## src/fws_pkg.sv

```systemverilog
`default_nettype none
package fws_pkg;
    localparam int DQ_W      = 16;
    localparam int APB_AW    = 8;
    localparam int CLK_NS    = 5;

    localparam logic [APB_AW-1:0] OFF_CTRL  = 8'h00;
    localparam logic [APB_AW-1:0] OFF_ADDR  = 8'h04;
    localparam logic [APB_AW-1:0] OFF_DATA  = 8'h08;
    localparam logic [APB_AW-1:0] OFF_STAT  = 8'h0c;
    localparam logic [APB_AW-1:0] OFF_RDATA = 8'h10;

    localparam int CTRL_START = 0;
    localparam int CTRL_OP_LO = 1;
    localparam int CTRL_OP_HI = 2;

    localparam int STAT_BUSY = 0;
    localparam int STAT_DONE = 1;
    localparam int STAT_FAIL = 2;
    localparam int STAT_RDY  = 3;
    localparam int STAT_TOG  = 4;
    localparam int STAT_STOG = 5;
    localparam int STAT_TMO  = 6;

    localparam int POLL_BIT = 7;
    localparam int TOG_BIT  = 6;
    localparam int TMO_BIT  = 5;
    localparam int STOG_BIT = 2;

    localparam logic [DQ_W-1:0] RESET_CMD = 16'h00f0;

    localparam int SYNC_STAGES = 3;
    localparam int T_ACC_NS    = 70;
    localparam int T_WP_NS     = 35;
    localparam int T_GAP_NS    = 20;

    localparam logic [15:0] ACC_CYC = 16'((T_ACC_NS + CLK_NS - 1) / CLK_NS + SYNC_STAGES);
    localparam logic [15:0] WP_CYC  = 16'((T_WP_NS + CLK_NS - 1) / CLK_NS);
    localparam logic [15:0] GAP_CYC = 16'((T_GAP_NS + CLK_NS - 1) / CLK_NS);

    typedef enum logic [1:0] {
        OP_WRITE = 2'h0,
        OP_DPOLL = 2'h1,
        OP_TPOLL = 2'h2,
        OP_RESET = 2'h3
    } fws_op_t;

    typedef enum logic [7:0] {
        ST_IDLE  = 8'h01,
        ST_START = 8'h02,
        ST_RDACT = 8'h04,
        ST_RDGAP = 8'h08,
        ST_WRACT = 8'h10,
        ST_WRGAP = 8'h20,
        ST_EVAL  = 8'h40,
        ST_TOR   = 8'h80
    } fws_state_t;
endpackage
`default_nettype wire

```

## src/fws_sync.sv

```systemverilog
`default_nettype none
module fws_sync #(
    parameter int W = 1
) (
    input  wire logic         core_clk,
    input  wire logic         rstn,
    input  wire logic         ce,
    input  wire logic [W-1:0] d,
    output logic      [W-1:0] q
);
    typedef struct packed {
        logic [W-1:0] s1;
        logic [W-1:0] s2;
        logic [W-1:0] s3;
        logic [W-1:0] q;
    } fws_sync_t;

    fws_sync_t r;
    fws_sync_t next_r;

    // a bit only moves once stages two and three agree
    always_comb begin
        next_r    = r;
        next_r.s1 = d;
        next_r.s2 = r.s1;
        next_r.s3 = r.s2;
        next_r.q  = (r.s2 & r.s3) | (r.q & (r.s2 ^ r.s3));
    end

    always_ff @(posedge core_clk or negedge rstn) begin
        if (!rstn) begin
            r <= '0;
        end else if (ce) begin
            r <= next_r;
        end
    end

    assign q = r.q;
endmodule
`default_nettype wire

```

## src/fws_host.sv

```systemverilog
// Behaviour
// - host reads polling bit at the address being programmed
// - host polls erase status inside a sector chosen for erase
// - host re-reads polling bit after seeing timeout flag set
// - host reads status twice, equal toggle bit means finished
// - toggling with timeout flag set: recheck, still toggling is failure
// - host resuming status checks restarts whole polling sequence
// - host issues reset after failure and waits reset recovery time
`default_nettype none
module fws_host #(
    parameter int AW     = 22,
    parameter int TOR_NS = 20000
) (
    input  wire logic                      core_clk,
    input  wire logic                      rstn,
    input  wire logic                      ce,
    input  wire logic [fws_pkg::APB_AW-1:0] paddr,
    input  wire logic                      psel,
    input  wire logic                      penable,
    input  wire logic                      pwrite,
    input  wire logic [31:0]               pwdata,
    output logic      [31:0]               prdata,
    output logic                           pready,
    output logic                           pslverr,
    output logic      [AW-1:0]             flashAddr,
    output logic      [fws_pkg::DQ_W-1:0]  flashDqOut,
    output logic                           flashDqOeN,
    input  wire logic [fws_pkg::DQ_W-1:0]  flashDqIn,
    output logic                           flashCeN,
    output logic                           flashOeN,
    output logic                           flashWeN,
    input  wire logic                      readyBusy
);
    localparam logic [15:0] TOR_CYC = 16'((TOR_NS + fws_pkg::CLK_NS - 1) / fws_pkg::CLK_NS);

    typedef struct packed {
        fws_pkg::fws_state_t      state;
        logic [15:0]              cnt;
        fws_pkg::fws_op_t         op;
        logic [31:0]              addr;
        logic [fws_pkg::DQ_W-1:0] data;
        logic [fws_pkg::DQ_W-1:0] smp;
        logic [fws_pkg::DQ_W-1:0] prev;
        logic [fws_pkg::DQ_W-1:0] rdata;
        logic [fws_pkg::DQ_W-1:0] dqOut;
        logic                     busy;
        logic                     done;
        logic                     fail;
        logic                     havePrev;
        logic                     recheck;
        logic                     finalRd;
        logic                     tog;
        logic                     stog;
        logic                     tmo;
        logic                     ceN;
        logic                     oeN;
        logic                     weN;
        logic                     dqOeN;
        logic [31:0]              prdata;
    } fws_ctl_t;

    fws_ctl_t                 r;
    fws_ctl_t                 next_r;
    logic [fws_pkg::DQ_W:0]   syncIn;
    logic [fws_pkg::DQ_W:0]   syncOut;
    logic [fws_pkg::DQ_W-1:0] dqSync;
    logic                     rdySync;
    logic                     access;

    assign syncIn = {readyBusy, flashDqIn};

    fws_sync #(
        .W (fws_pkg::DQ_W + 1)
    ) u_sync (
        .core_clk (core_clk),
        .rstn     (rstn),
        .ce       (ce),
        .d        (syncIn),
        .q        (syncOut)
    );

    assign dqSync  = syncOut[fws_pkg::DQ_W-1:0];
    assign rdySync = syncOut[fws_pkg::DQ_W];

    function automatic logic mapped(input logic [fws_pkg::APB_AW-1:0] a);
        mapped = (a == fws_pkg::OFF_CTRL) || (a == fws_pkg::OFF_ADDR) ||
                 (a == fws_pkg::OFF_DATA) || (a == fws_pkg::OFF_STAT) ||
                 (a == fws_pkg::OFF_RDATA);
    endfunction

    function automatic logic [31:0] readMux(input logic [fws_pkg::APB_AW-1:0] a,
                                            input fws_ctl_t s,
                                            input logic rdy);
        logic [31:0] v;
        v = '0;
        case (a)
            fws_pkg::OFF_CTRL: begin
                v[fws_pkg::CTRL_OP_HI:fws_pkg::CTRL_OP_LO] = s.op;
            end
            fws_pkg::OFF_ADDR: begin
                v = s.addr;
            end
            fws_pkg::OFF_DATA: begin
                v[fws_pkg::DQ_W-1:0] = s.data;
            end
            fws_pkg::OFF_STAT: begin
                v[fws_pkg::STAT_BUSY] = s.busy;
                v[fws_pkg::STAT_DONE] = s.done;
                v[fws_pkg::STAT_FAIL] = s.fail;
                v[fws_pkg::STAT_RDY]  = rdy;
                v[fws_pkg::STAT_TOG]  = s.tog;
                v[fws_pkg::STAT_STOG] = s.stog;
                v[fws_pkg::STAT_TMO]  = s.tmo;
            end
            fws_pkg::OFF_RDATA: begin
                v[fws_pkg::DQ_W-1:0] = s.rdata;
            end
            default: begin
                v = '0;
            end
        endcase
        readMux = v;
    endfunction

    // access phase completes in its first cycle unless the clock enable is low
    assign access  = psel && penable && ce;
    assign pready  = access;
    assign pslverr = access && !mapped(paddr);

    always_comb begin
        next_r = r;
        if (psel && !penable && !pwrite) begin
            next_r.prdata = readMux(paddr, r, rdySync);
        end
        if (psel && penable && pwrite) begin
            case (paddr)
                fws_pkg::OFF_CTRL: begin
                    // a start while busy is dropped, so a running poll is never disturbed
                    if (pwdata[fws_pkg::CTRL_START] && !r.busy) begin
                        next_r.op       = fws_pkg::fws_op_t'(
                                          pwdata[fws_pkg::CTRL_OP_HI:fws_pkg::CTRL_OP_LO]);
                        next_r.busy     = 1'b1;
                        next_r.done     = 1'b0;
                        next_r.fail     = 1'b0;
                        next_r.havePrev = 1'b0;
                        next_r.recheck  = 1'b0;
                        next_r.finalRd  = 1'b0;
                        next_r.tmo      = 1'b0;
                        next_r.state    = fws_pkg::ST_START;
                    end
                end
                fws_pkg::OFF_ADDR: begin
                    if (!r.busy) begin
                        next_r.addr = pwdata;
                    end
                end
                fws_pkg::OFF_DATA: begin
                    if (!r.busy) begin
                        next_r.data = pwdata[fws_pkg::DQ_W-1:0];
                    end
                end
                fws_pkg::OFF_STAT: begin
                    if (pwdata[fws_pkg::STAT_DONE]) begin
                        next_r.done = 1'b0;
                    end
                    if (pwdata[fws_pkg::STAT_FAIL] && !r.busy) begin
                        next_r.fail = 1'b0;
                    end
                end
                default: begin
                end
            endcase
        end
        // the sequencer runs after the bus so a hardware set wins over a clear
        case (r.state)
            fws_pkg::ST_IDLE: begin
            end
            fws_pkg::ST_START: begin
                if (r.op == fws_pkg::OP_WRITE || r.op == fws_pkg::OP_RESET) begin
                    next_r.dqOut = (r.op == fws_pkg::OP_RESET) ? fws_pkg::RESET_CMD : r.data;
                    next_r.ceN   = 1'b0;
                    next_r.weN   = 1'b0;
                    next_r.dqOeN = 1'b0;
                    next_r.cnt   = fws_pkg::WP_CYC - 16'h0001;
                    next_r.state = fws_pkg::ST_WRACT;
                end else begin
                    // always at the programmed or erasing address held in addr
                    next_r.ceN   = 1'b0;
                    next_r.oeN   = 1'b0;
                    next_r.cnt   = fws_pkg::ACC_CYC - 16'h0001;
                    next_r.state = fws_pkg::ST_RDACT;
                end
            end
            fws_pkg::ST_WRACT: begin
                if (r.cnt != 16'h0000) begin
                    next_r.cnt = r.cnt - 16'h0001;
                end else begin
                    next_r.weN   = 1'b1;
                    next_r.ceN   = 1'b1;
                    next_r.cnt   = fws_pkg::GAP_CYC - 16'h0001;
                    next_r.state = fws_pkg::ST_WRGAP;
                end
            end
            fws_pkg::ST_WRGAP: begin
                if (r.cnt != 16'h0000) begin
                    next_r.cnt = r.cnt - 16'h0001;
                end else begin
                    next_r.dqOeN = 1'b1;
                    if (r.op == fws_pkg::OP_RESET) begin
                        next_r.cnt   = TOR_CYC - 16'h0001;
                        next_r.state = fws_pkg::ST_TOR;
                    end else begin
                        next_r.done  = 1'b1;
                        next_r.busy  = 1'b0;
                        next_r.state = fws_pkg::ST_IDLE;
                    end
                end
            end
            fws_pkg::ST_TOR: begin
                if (r.cnt != 16'h0000) begin
                    next_r.cnt = r.cnt - 16'h0001;
                end else begin
                    next_r.done  = 1'b1;
                    next_r.busy  = 1'b0;
                    next_r.state = fws_pkg::ST_IDLE;
                end
            end
            fws_pkg::ST_RDACT: begin
                if (r.cnt != 16'h0000) begin
                    next_r.cnt = r.cnt - 16'h0001;
                end else begin
                    // each read ends with both strobes high so the toggle bits advance
                    next_r.smp   = dqSync;
                    next_r.ceN   = 1'b1;
                    next_r.oeN   = 1'b1;
                    next_r.cnt   = fws_pkg::GAP_CYC - 16'h0001;
                    next_r.state = fws_pkg::ST_RDGAP;
                end
            end
            fws_pkg::ST_RDGAP: begin
                if (r.cnt != 16'h0000) begin
                    next_r.cnt = r.cnt - 16'h0001;
                end else begin
                    next_r.state = fws_pkg::ST_EVAL;
                end
            end
            fws_pkg::ST_EVAL: begin
                next_r.state = fws_pkg::ST_START;
                // the extra read after completion is array data, not a timeout flag
                if (!r.finalRd) begin
                    next_r.tmo = r.smp[fws_pkg::TMO_BIT];
                end
                if (r.finalRd) begin
                    // one more read after completion, since bit 7 may settle first
                    next_r.rdata = r.smp;
                    next_r.done  = 1'b1;
                    next_r.busy  = 1'b0;
                    next_r.state = fws_pkg::ST_IDLE;
                end else if (r.op == fws_pkg::OP_DPOLL) begin
                    if (r.smp[fws_pkg::POLL_BIT] == r.data[fws_pkg::POLL_BIT]) begin
                        next_r.finalRd = 1'b1;
                    end else if (r.recheck) begin
                        next_r.fail = 1'b1;
                        next_r.op   = fws_pkg::OP_RESET;
                    end else if (r.smp[fws_pkg::TMO_BIT]) begin
                        next_r.recheck = 1'b1;
                    end
                end else begin
                    next_r.prev     = r.smp;
                    next_r.havePrev = 1'b1;
                    if (r.havePrev) begin
                        next_r.tog  = r.smp[fws_pkg::TOG_BIT] ^ r.prev[fws_pkg::TOG_BIT];
                        next_r.stog = r.smp[fws_pkg::STOG_BIT] ^ r.prev[fws_pkg::STOG_BIT];
                        if (r.smp[fws_pkg::TOG_BIT] == r.prev[fws_pkg::TOG_BIT]) begin
                            next_r.finalRd = 1'b1;
                        end else if (r.recheck) begin
                            next_r.fail = 1'b1;
                            next_r.op   = fws_pkg::OP_RESET;
                        end else if (r.smp[fws_pkg::TMO_BIT]) begin
                            next_r.recheck = 1'b1;
                        end
                    end
                end
            end
            default: begin
                next_r.state = fws_pkg::ST_IDLE;
            end
        endcase
    end

    always_ff @(posedge core_clk or negedge rstn) begin
        if (!rstn) begin
            r       <= '0;
            r.state <= fws_pkg::ST_IDLE;
            r.op    <= fws_pkg::OP_WRITE;
            r.ceN   <= 1'b1;
            r.oeN   <= 1'b1;
            r.weN   <= 1'b1;
            r.dqOeN <= 1'b1;
        end else if (ce) begin
            r <= next_r;
        end
    end

    assign prdata     = r.prdata;
    assign flashAddr  = r.addr[AW-1:0];
    assign flashDqOut = r.dqOut;
    assign flashDqOeN = r.dqOeN;
    assign flashCeN   = r.ceN;
    assign flashOeN   = r.oeN;
    assign flashWeN   = r.weN;
endmodule
`default_nettype wire

```

## config.mk

```make
export PLATFORM = sky130hd
export DESIGN_NAME = fws_host
export DESIGN_NICKNAME = d
export VERILOG_FILES = /design/src/fws_pkg.sv /design/src/fws_sync.sv /design/src/fws_host.sv
export SDC_FILE = /design/constraint.sdc
export NUM_CORES = 1
export LEC_CHECK = 0
export ABC_AREA = 1
export ABC_CLOCK_PERIOD_IN_PS = 3500
export BUFFER_PORTS_ARGS = -buffer_cell sky130_fd_sc_hd__buf_2
export CORE_ASPECT_RATIO = 1.1
export CORE_MARGIN = 5
export CORE_UTILIZATION = 40
export DETAILED_ROUTE_END_ITERATION = 10
export SLEW_MARGIN = 0
export SYNTH_ARGS = -nofsm -noshare
export SYNTH_HDL_FRONTEND = slang
export SYNTH_SLANG_ARGS = --single-unit
```

## constraint.sdc

```tcl
create_clock -name core_clk -period 3.5 [get_ports core_clk]
set_input_delay 0.7 -clock core_clk [delete_from_list [all_inputs] [get_ports core_clk]]
set_output_delay 0.7 -clock core_clk [all_outputs]
set_load 0.03 [all_outputs]
```

## After elaboration in Yosys (flattened, before gate mapping)

Cells that the tools add are included.

- Flip-flop bits (word level): 242
- Bits of input ports: 63
- Output and inout port bits: 76
- Logic and storage cells: 179

- $add $sub $neg: 1
- Equal/unequal tests: 23
- Multiplexer cells: 78
- Bitwise operators: 10
- Reduce and logical (&&, ||, !) cells: 40

Operator list:

| operator | count |
|---|---|
| 16-bit 2-to-1 mux | 8 |
| 8-bit 2-to-1 mux | 9 |
| 32-bit 2-to-1 mux | 2 |
| 16-bit case mux with 4 select lines | 1 |
| 8-bit case mux with 8 select lines | 1 |
| 50-bit 2-to-1 mux | 1 |
| 2-bit 2-to-1 mux | 18 |
| 17-bit AND | 2 |
| 4-bit AND reduction | 8 |
| 9-bit case mux with 3 select lines | 1 |
| 8-bit by 4-bit == test with 1-bit output, second input constant | 3 |
| 1-bit 2-to-1 mux | 21 |
| 21-bit 2-to-1 mux | 1 |
| 6-bit 2-to-1 mux | 3 |
| 17-bit OR | 1 |
| 17-bit XOR | 1 |
| 8-bit by 3-bit == test with 1-bit output, second input constant | 2 |
| 8-bit by 5-bit == test with 1-bit output, second input constant | 2 |
| 4-bit case mux with 4 select lines | 1 |
| 16-bit nonzero test | 1 |
| 16-bit by 1-bit subtractor with 16-bit output, second input constant | 1 |
| 2-bit != test, second input constant | 5 |
| 2-bit case mux with 5 select lines | 1 |
| 3-bit AND reduction | 3 |
| 31 further kinds | 55 |

## Longest topological paths before layout

- Depth after elaboration: 12
- Gate-level depth with buffers: 13
- Gate-level depth less buffers: 13

## Hierarchy

A second synthesis with hierarchy kept.

- Cells, all modules: 1421
- Area total of the unflattened synthesis: 12139.1 µm²

Modules (own cells, without submodules):

| module | times used | cells an instance | area an instance (µm²) | seq. area each (µm²) |
|---|---|---|---|---|
| fws_host | 1 | 1083 | 9023.7 | 4235.3 |
| fws_sync | 1 | 338 | 3115.5 | 1701.6 |

## Least setup slack after synthesis

Ideal clock, no wire load.

- Path kind: in2out
- From: input ce
- To: output pslverr
- Arrival time: 2.004 ns
- Slack: 0.796 ns
- Stages: 4
- Cells stage by stage: buf_4 -> inv_4 -> nor3_4 -> nor3b_1

- Longest elaborated chain between the ends: 2

RTL lines:

| item | line | source |
|---|---|---|
| start, declared | fws_host.sv:16 | `input wire logic ce,` |
| 1-bit logical AND | fws_host.sv:126 | `assign access = psel && penable && ce;` |
| via pready | fws_host.sv:23 | `output logic pready,` |
| 1-bit logical AND | fws_host.sv:128 | `assign pslverr = access && !mapped(paddr);` |
| end, declared | fws_host.sv:24 | `output logic pslverr,` |

The timed path passes the listed nets, and every way through them passes these cells.

## Final worst setup path

- From: input paddr[4] (netlist bit)
- To: output pslverr

- Longest elaborated chain between the ends: 7
- Elaborated cells between the ends (all ways): 11
- Classes of those cells: eq/ne (4); reduce/logical (7)

RTL lines:

| item | line | source |
|---|---|---|
| start, declared | fws_host.sv:17 | `input wire logic [fws_pkg::APB_AW-1:0] paddr,` |
| 8-bit by 3-bit == test with 1-bit output or 8-bit logical NOT (tied branches) | fws_host.sv:86 | `mapped = (a == fws_pkg::OFF_CTRL) \|\| (a == fws_pkg::OFF_ADDR) \|\|` |
| 1-bit logical OR (2 in a row) | fws_host.sv:86 |  |
| 1-bit logical OR | fws_host.sv:87 | `(a == fws_pkg::OFF_DATA) \|\| (a == fws_pkg::OFF_STAT) \|\|` |
| 1-bit logical OR (*) | fws_host.sv:87 |  |
| 1-bit logical NOT (*) | fws_host.sv:128 |  |
| 1-bit logical AND (*) | fws_host.sv:128 |  |

Every way passes the cells marked *; elsewhere a longest branch is shown, timed or not.

==> flow_summary.yaml <==
clock_network:
  cts_inserted_buffers: 26
  clkLatencyLatePin_ns: 0.53
  cts_hold_buffers: 0
  post_cts_resized: 0
  htreeDepth: 1
  cts_tree: "done"
  postCtsSetupBuffers: 0
  cts-root-buf: "clkbuf_16"
  clkSinkCount: 237
  path_clk_slew_ns: 0.06
  clk_path_buf_depth: 3
setup_path:
  r2r-end: "flashDqOut[4]$_DFFE_PN0P_"
  crit_required_ns: 2.80
  worstSetupEndpointType: "primary output"
  worstPathArrival_ns: 2.04
  crit_fanout: 19
  critPathKind: "in2out"
  ff2ff_setup_slack_ns: 0.89
  r2r-start: "r[179]$_DFFE_PN0P_"
  startpoint_type: "input pin"
  reg2reg_depth: 6
yosys:
  async_reset_ff_frac: 1.00
  synth-edff-count: 0
  ys_seq_elements: 237
  synth-main-ff-cell: "dfrtp_1"
  synth_top_area_share: 0.515
  synth-xor-area-share: 0.0132
  seq_area_frac_synth: 0.527
  synth_common_cells: "418 x nand2_1, 232 x dfrtp_1, 146 x o21ai_0"
  yosys.cell_types.count: 40
  synth_mux_area_frac: 0.00599
  synth_top_family_by_area: "simple AND/OR/NAND/NOR gates"
  syn_avg_cell_area_um2: 8.46
  synth_compound_area_frac: 0.0989
  syn_nets: 1416
  yosysTopAreaCell: "dfrtp_1"
  synth_cells: 1333
  ys.warnings.count: 0
  synthSimpleGateAreaFrac: 0.224
  syn-cell-area_um2: 11300
  synth_area_leaders: "dfrtp_1 51%, nand2_1 14%, o21ai_0 6.5%"
  synthAdderAreaFrac: 0.0222
  yosys.cell_count.top_type: "nand2_1"
pwr:
  combPwrFrac: 0.116
  vdd_drop_max_uv: 290
  seq_power_share: 0.444
  p_per_area_nw_per_um2: 528
  p_sw_frac: 0.260
  p_int_w: 0.00497
  power.share.clock: 0.440
  power_leakage_nw: 6.83
  switchingPower_w: 0.00175
sta:
  finalMaxSlewViolations: 0
  period_needed_ns: 2.74
  finClkSkew_ns: 0.0175
  worst_slew_pin_slew_ns: 1.19
  fmax_mhz: 365
  max_slew_margin: 0.205
  fin_ws_ns: 0.761
  final-setup-viol-count: 0
  rsz0062_at_grt: "no"
  setup_tns_ns: 0
  fin_crit_sh: 0.783
  hold_viol_final: 0
placed_design:
  place_area_um2: 11800
  post-place-ws_ns: 0.734
  io_buffer_count: 138
  gp_congestion: 0.888
  dp_hpwl_mm: 19.2
routing:
  antenna_left: 0
  viasPerCell: 4.81
  wl_mm: 27.0
  drc: 0
  wl_met3_mm: 1.50
  maxUsedRoutingLayer: "met4"
  wl_met1_mm: 12.2
  drtIter0Drc: 754
  wl_met2_mm: 12.7
  via_count: 8528
  firstDrtPassIters: 5
  wire_per_inst_um: 15.2
run:
  max_cap_violations: 0
cells_and_area:
  fin_nets: 1474
  fin_area_um2: 12700
  fillCellCount: 2707
  drive_above_1_share: 0.174
  n_antenna_cell: 0
  syn_to_final_growth_pct: 12.9
  post-route-util: 0.458
global_route:
  grt.overflow.total: 0
  grt_pass1_vias: 8363
  grt_use_total: 0.170
  grt_antenna_before_repair: 0
  grt_max_degree: 91
  grt_pass1_wl_mm: 44.2
die:
  pin_count: 139
  die_width_um: 170
  start_util: 0.406
  core_area_um2: 27800
  die_y_um: 186
  die_area_um2: 31700
  rows: 64
worst_hold_path:
  hold_class: "in2async"
status:
  status: "finished, final reports clean"
==> per-layer routing <==
metal  track usage  up-vias
li1              -     4287
met1         0.232     4015
met2         0.279      195
met3        0.0314       31
met4        0.0486        0
met5             0        -
==> cell type report <==
| cell class | count | area, um^2 | share of cell area |
|---|---|---|---|
| Clock inverter | 16 | 233 | 0.0183 |
| Tap cell | 363 | 454 | 0.0357 |
| Clock buffer | 31 | 709 | 0.0557 |
| Inverter | 121 | 457 | 0.0359 |
| Sequential cell | 237 | 5940 | 0.466 |
| Timing Repair Buffer | 151 | 823 | 0.0647 |
| Multi-Input combinational cell | 854 | 4120 | 0.324 |
==> power by group through the flow <==
stage | Sequential (W) | Clock (W) | Combinational, W
finish | 0.00299 | 0.00296 | 0.000777
global route | 0.00301 | 0.00314 | 0.000905
CTS | 0.00299 | 0.00303 | 0.000792
detailed placement | 0.00304 | 0 | 0.000786
global placement | 0.00303 | 0 | 0.000776
floorplan | 0.00302 | 0 | 0.000575
==> worst max-delay path by stage <==
stage          slack (ns)               start  cells after the start                         to
3_3_place_gp         0.78            paddr[4]                     10   flashAddr[8]$_DFFE_PN0P_
3_5_place_dp         0.73            paddr[7]                     10  flashAddr[11]$_DFFE_PN0P_
5_1_grt              0.49  r[179]$_DFFE_PN0P_                      7  flashDqOut[4]$_DFFE_PN0P_
6_report             0.76            paddr[4]                      8                    pslverr
2_1_floorplan        0.80                  ce                      4                    pslverr
4_1_cts              0.78            paddr[4]                      8                    pslverr
==> cells by family (layout without fill, tap and decap cells) <==
group                      Yosys count  after routing
adders and majority gates           20             20
muxes                                6              6
xor gates and xnor gates            17             17
buffers and inverters              242            319
AOI/OAI and AO/OA                  212            212
and+or+nand+nor                    599            599
DFF                                237            237
==> critical path, stage by stage <==
cell     delay [ns]
buf_2          0.09
nor2_1         0.04
nand2_1        0.15
inv_1          0.13
nand4_4        0.23
nand3_1        0.13
nor3b_1        0.31
buf_2          0.27
==> metrics by stage <==
stage	std cells	total power, W	hold slack (ns)
2_1_floorplan	1333	0.00359	0.404
3_3_place_gp	1726	0.00381	0.453
3_5_place_dp	1726	0.00382	0.458
4_1_cts	1773	0.00680	0.152
5_1_grt	1773	0.00705	0.178
6_report	1773	0.00672	0.133
==> state kept, by name, indices dropped and copies added, names as in the netlist <==
name	cells
r	95
u_sync.next_r	34
prdata	32
flashAddr	22
u_sync.q	17
u_sync.r	17
flashDqOut	16
flashCeN	1
flashDqOeN	1
flashOeN	1
flashWeN	1
==> cells in the final DEF (no fill, tap or decap), types with 5 or more instances in the layout <==
| cell | n |
|---|---|
| xor2_1 | 13 |
| bufinv_16 | 5 |
| dfstp_2 | 5 |
| a21oi_1 | 36 |
| nand4_1 | 18 |
| nand3_1 | 44 |
| nor3_1 | 5 |
| o21ai_1 | 7 |
| inv_1 | 116 |
| nor2_4 | 9 |
| o21ai_0 | 146 |
| buf_2 | 137 |
| buf_4 | 11 |
| nand2_1 | 417 |
| clkbuf_16 | 26 |
| dfrtp_1 | 232 |
| o31ai_1 | 11 |
| nor2_1 | 82 |
| nor2_2 | 9 |
| clkinv_2 | 5 |
| mux2_2 | 6 |
| ha_1 | 20 |
Power figures use the tool's default switching activity.
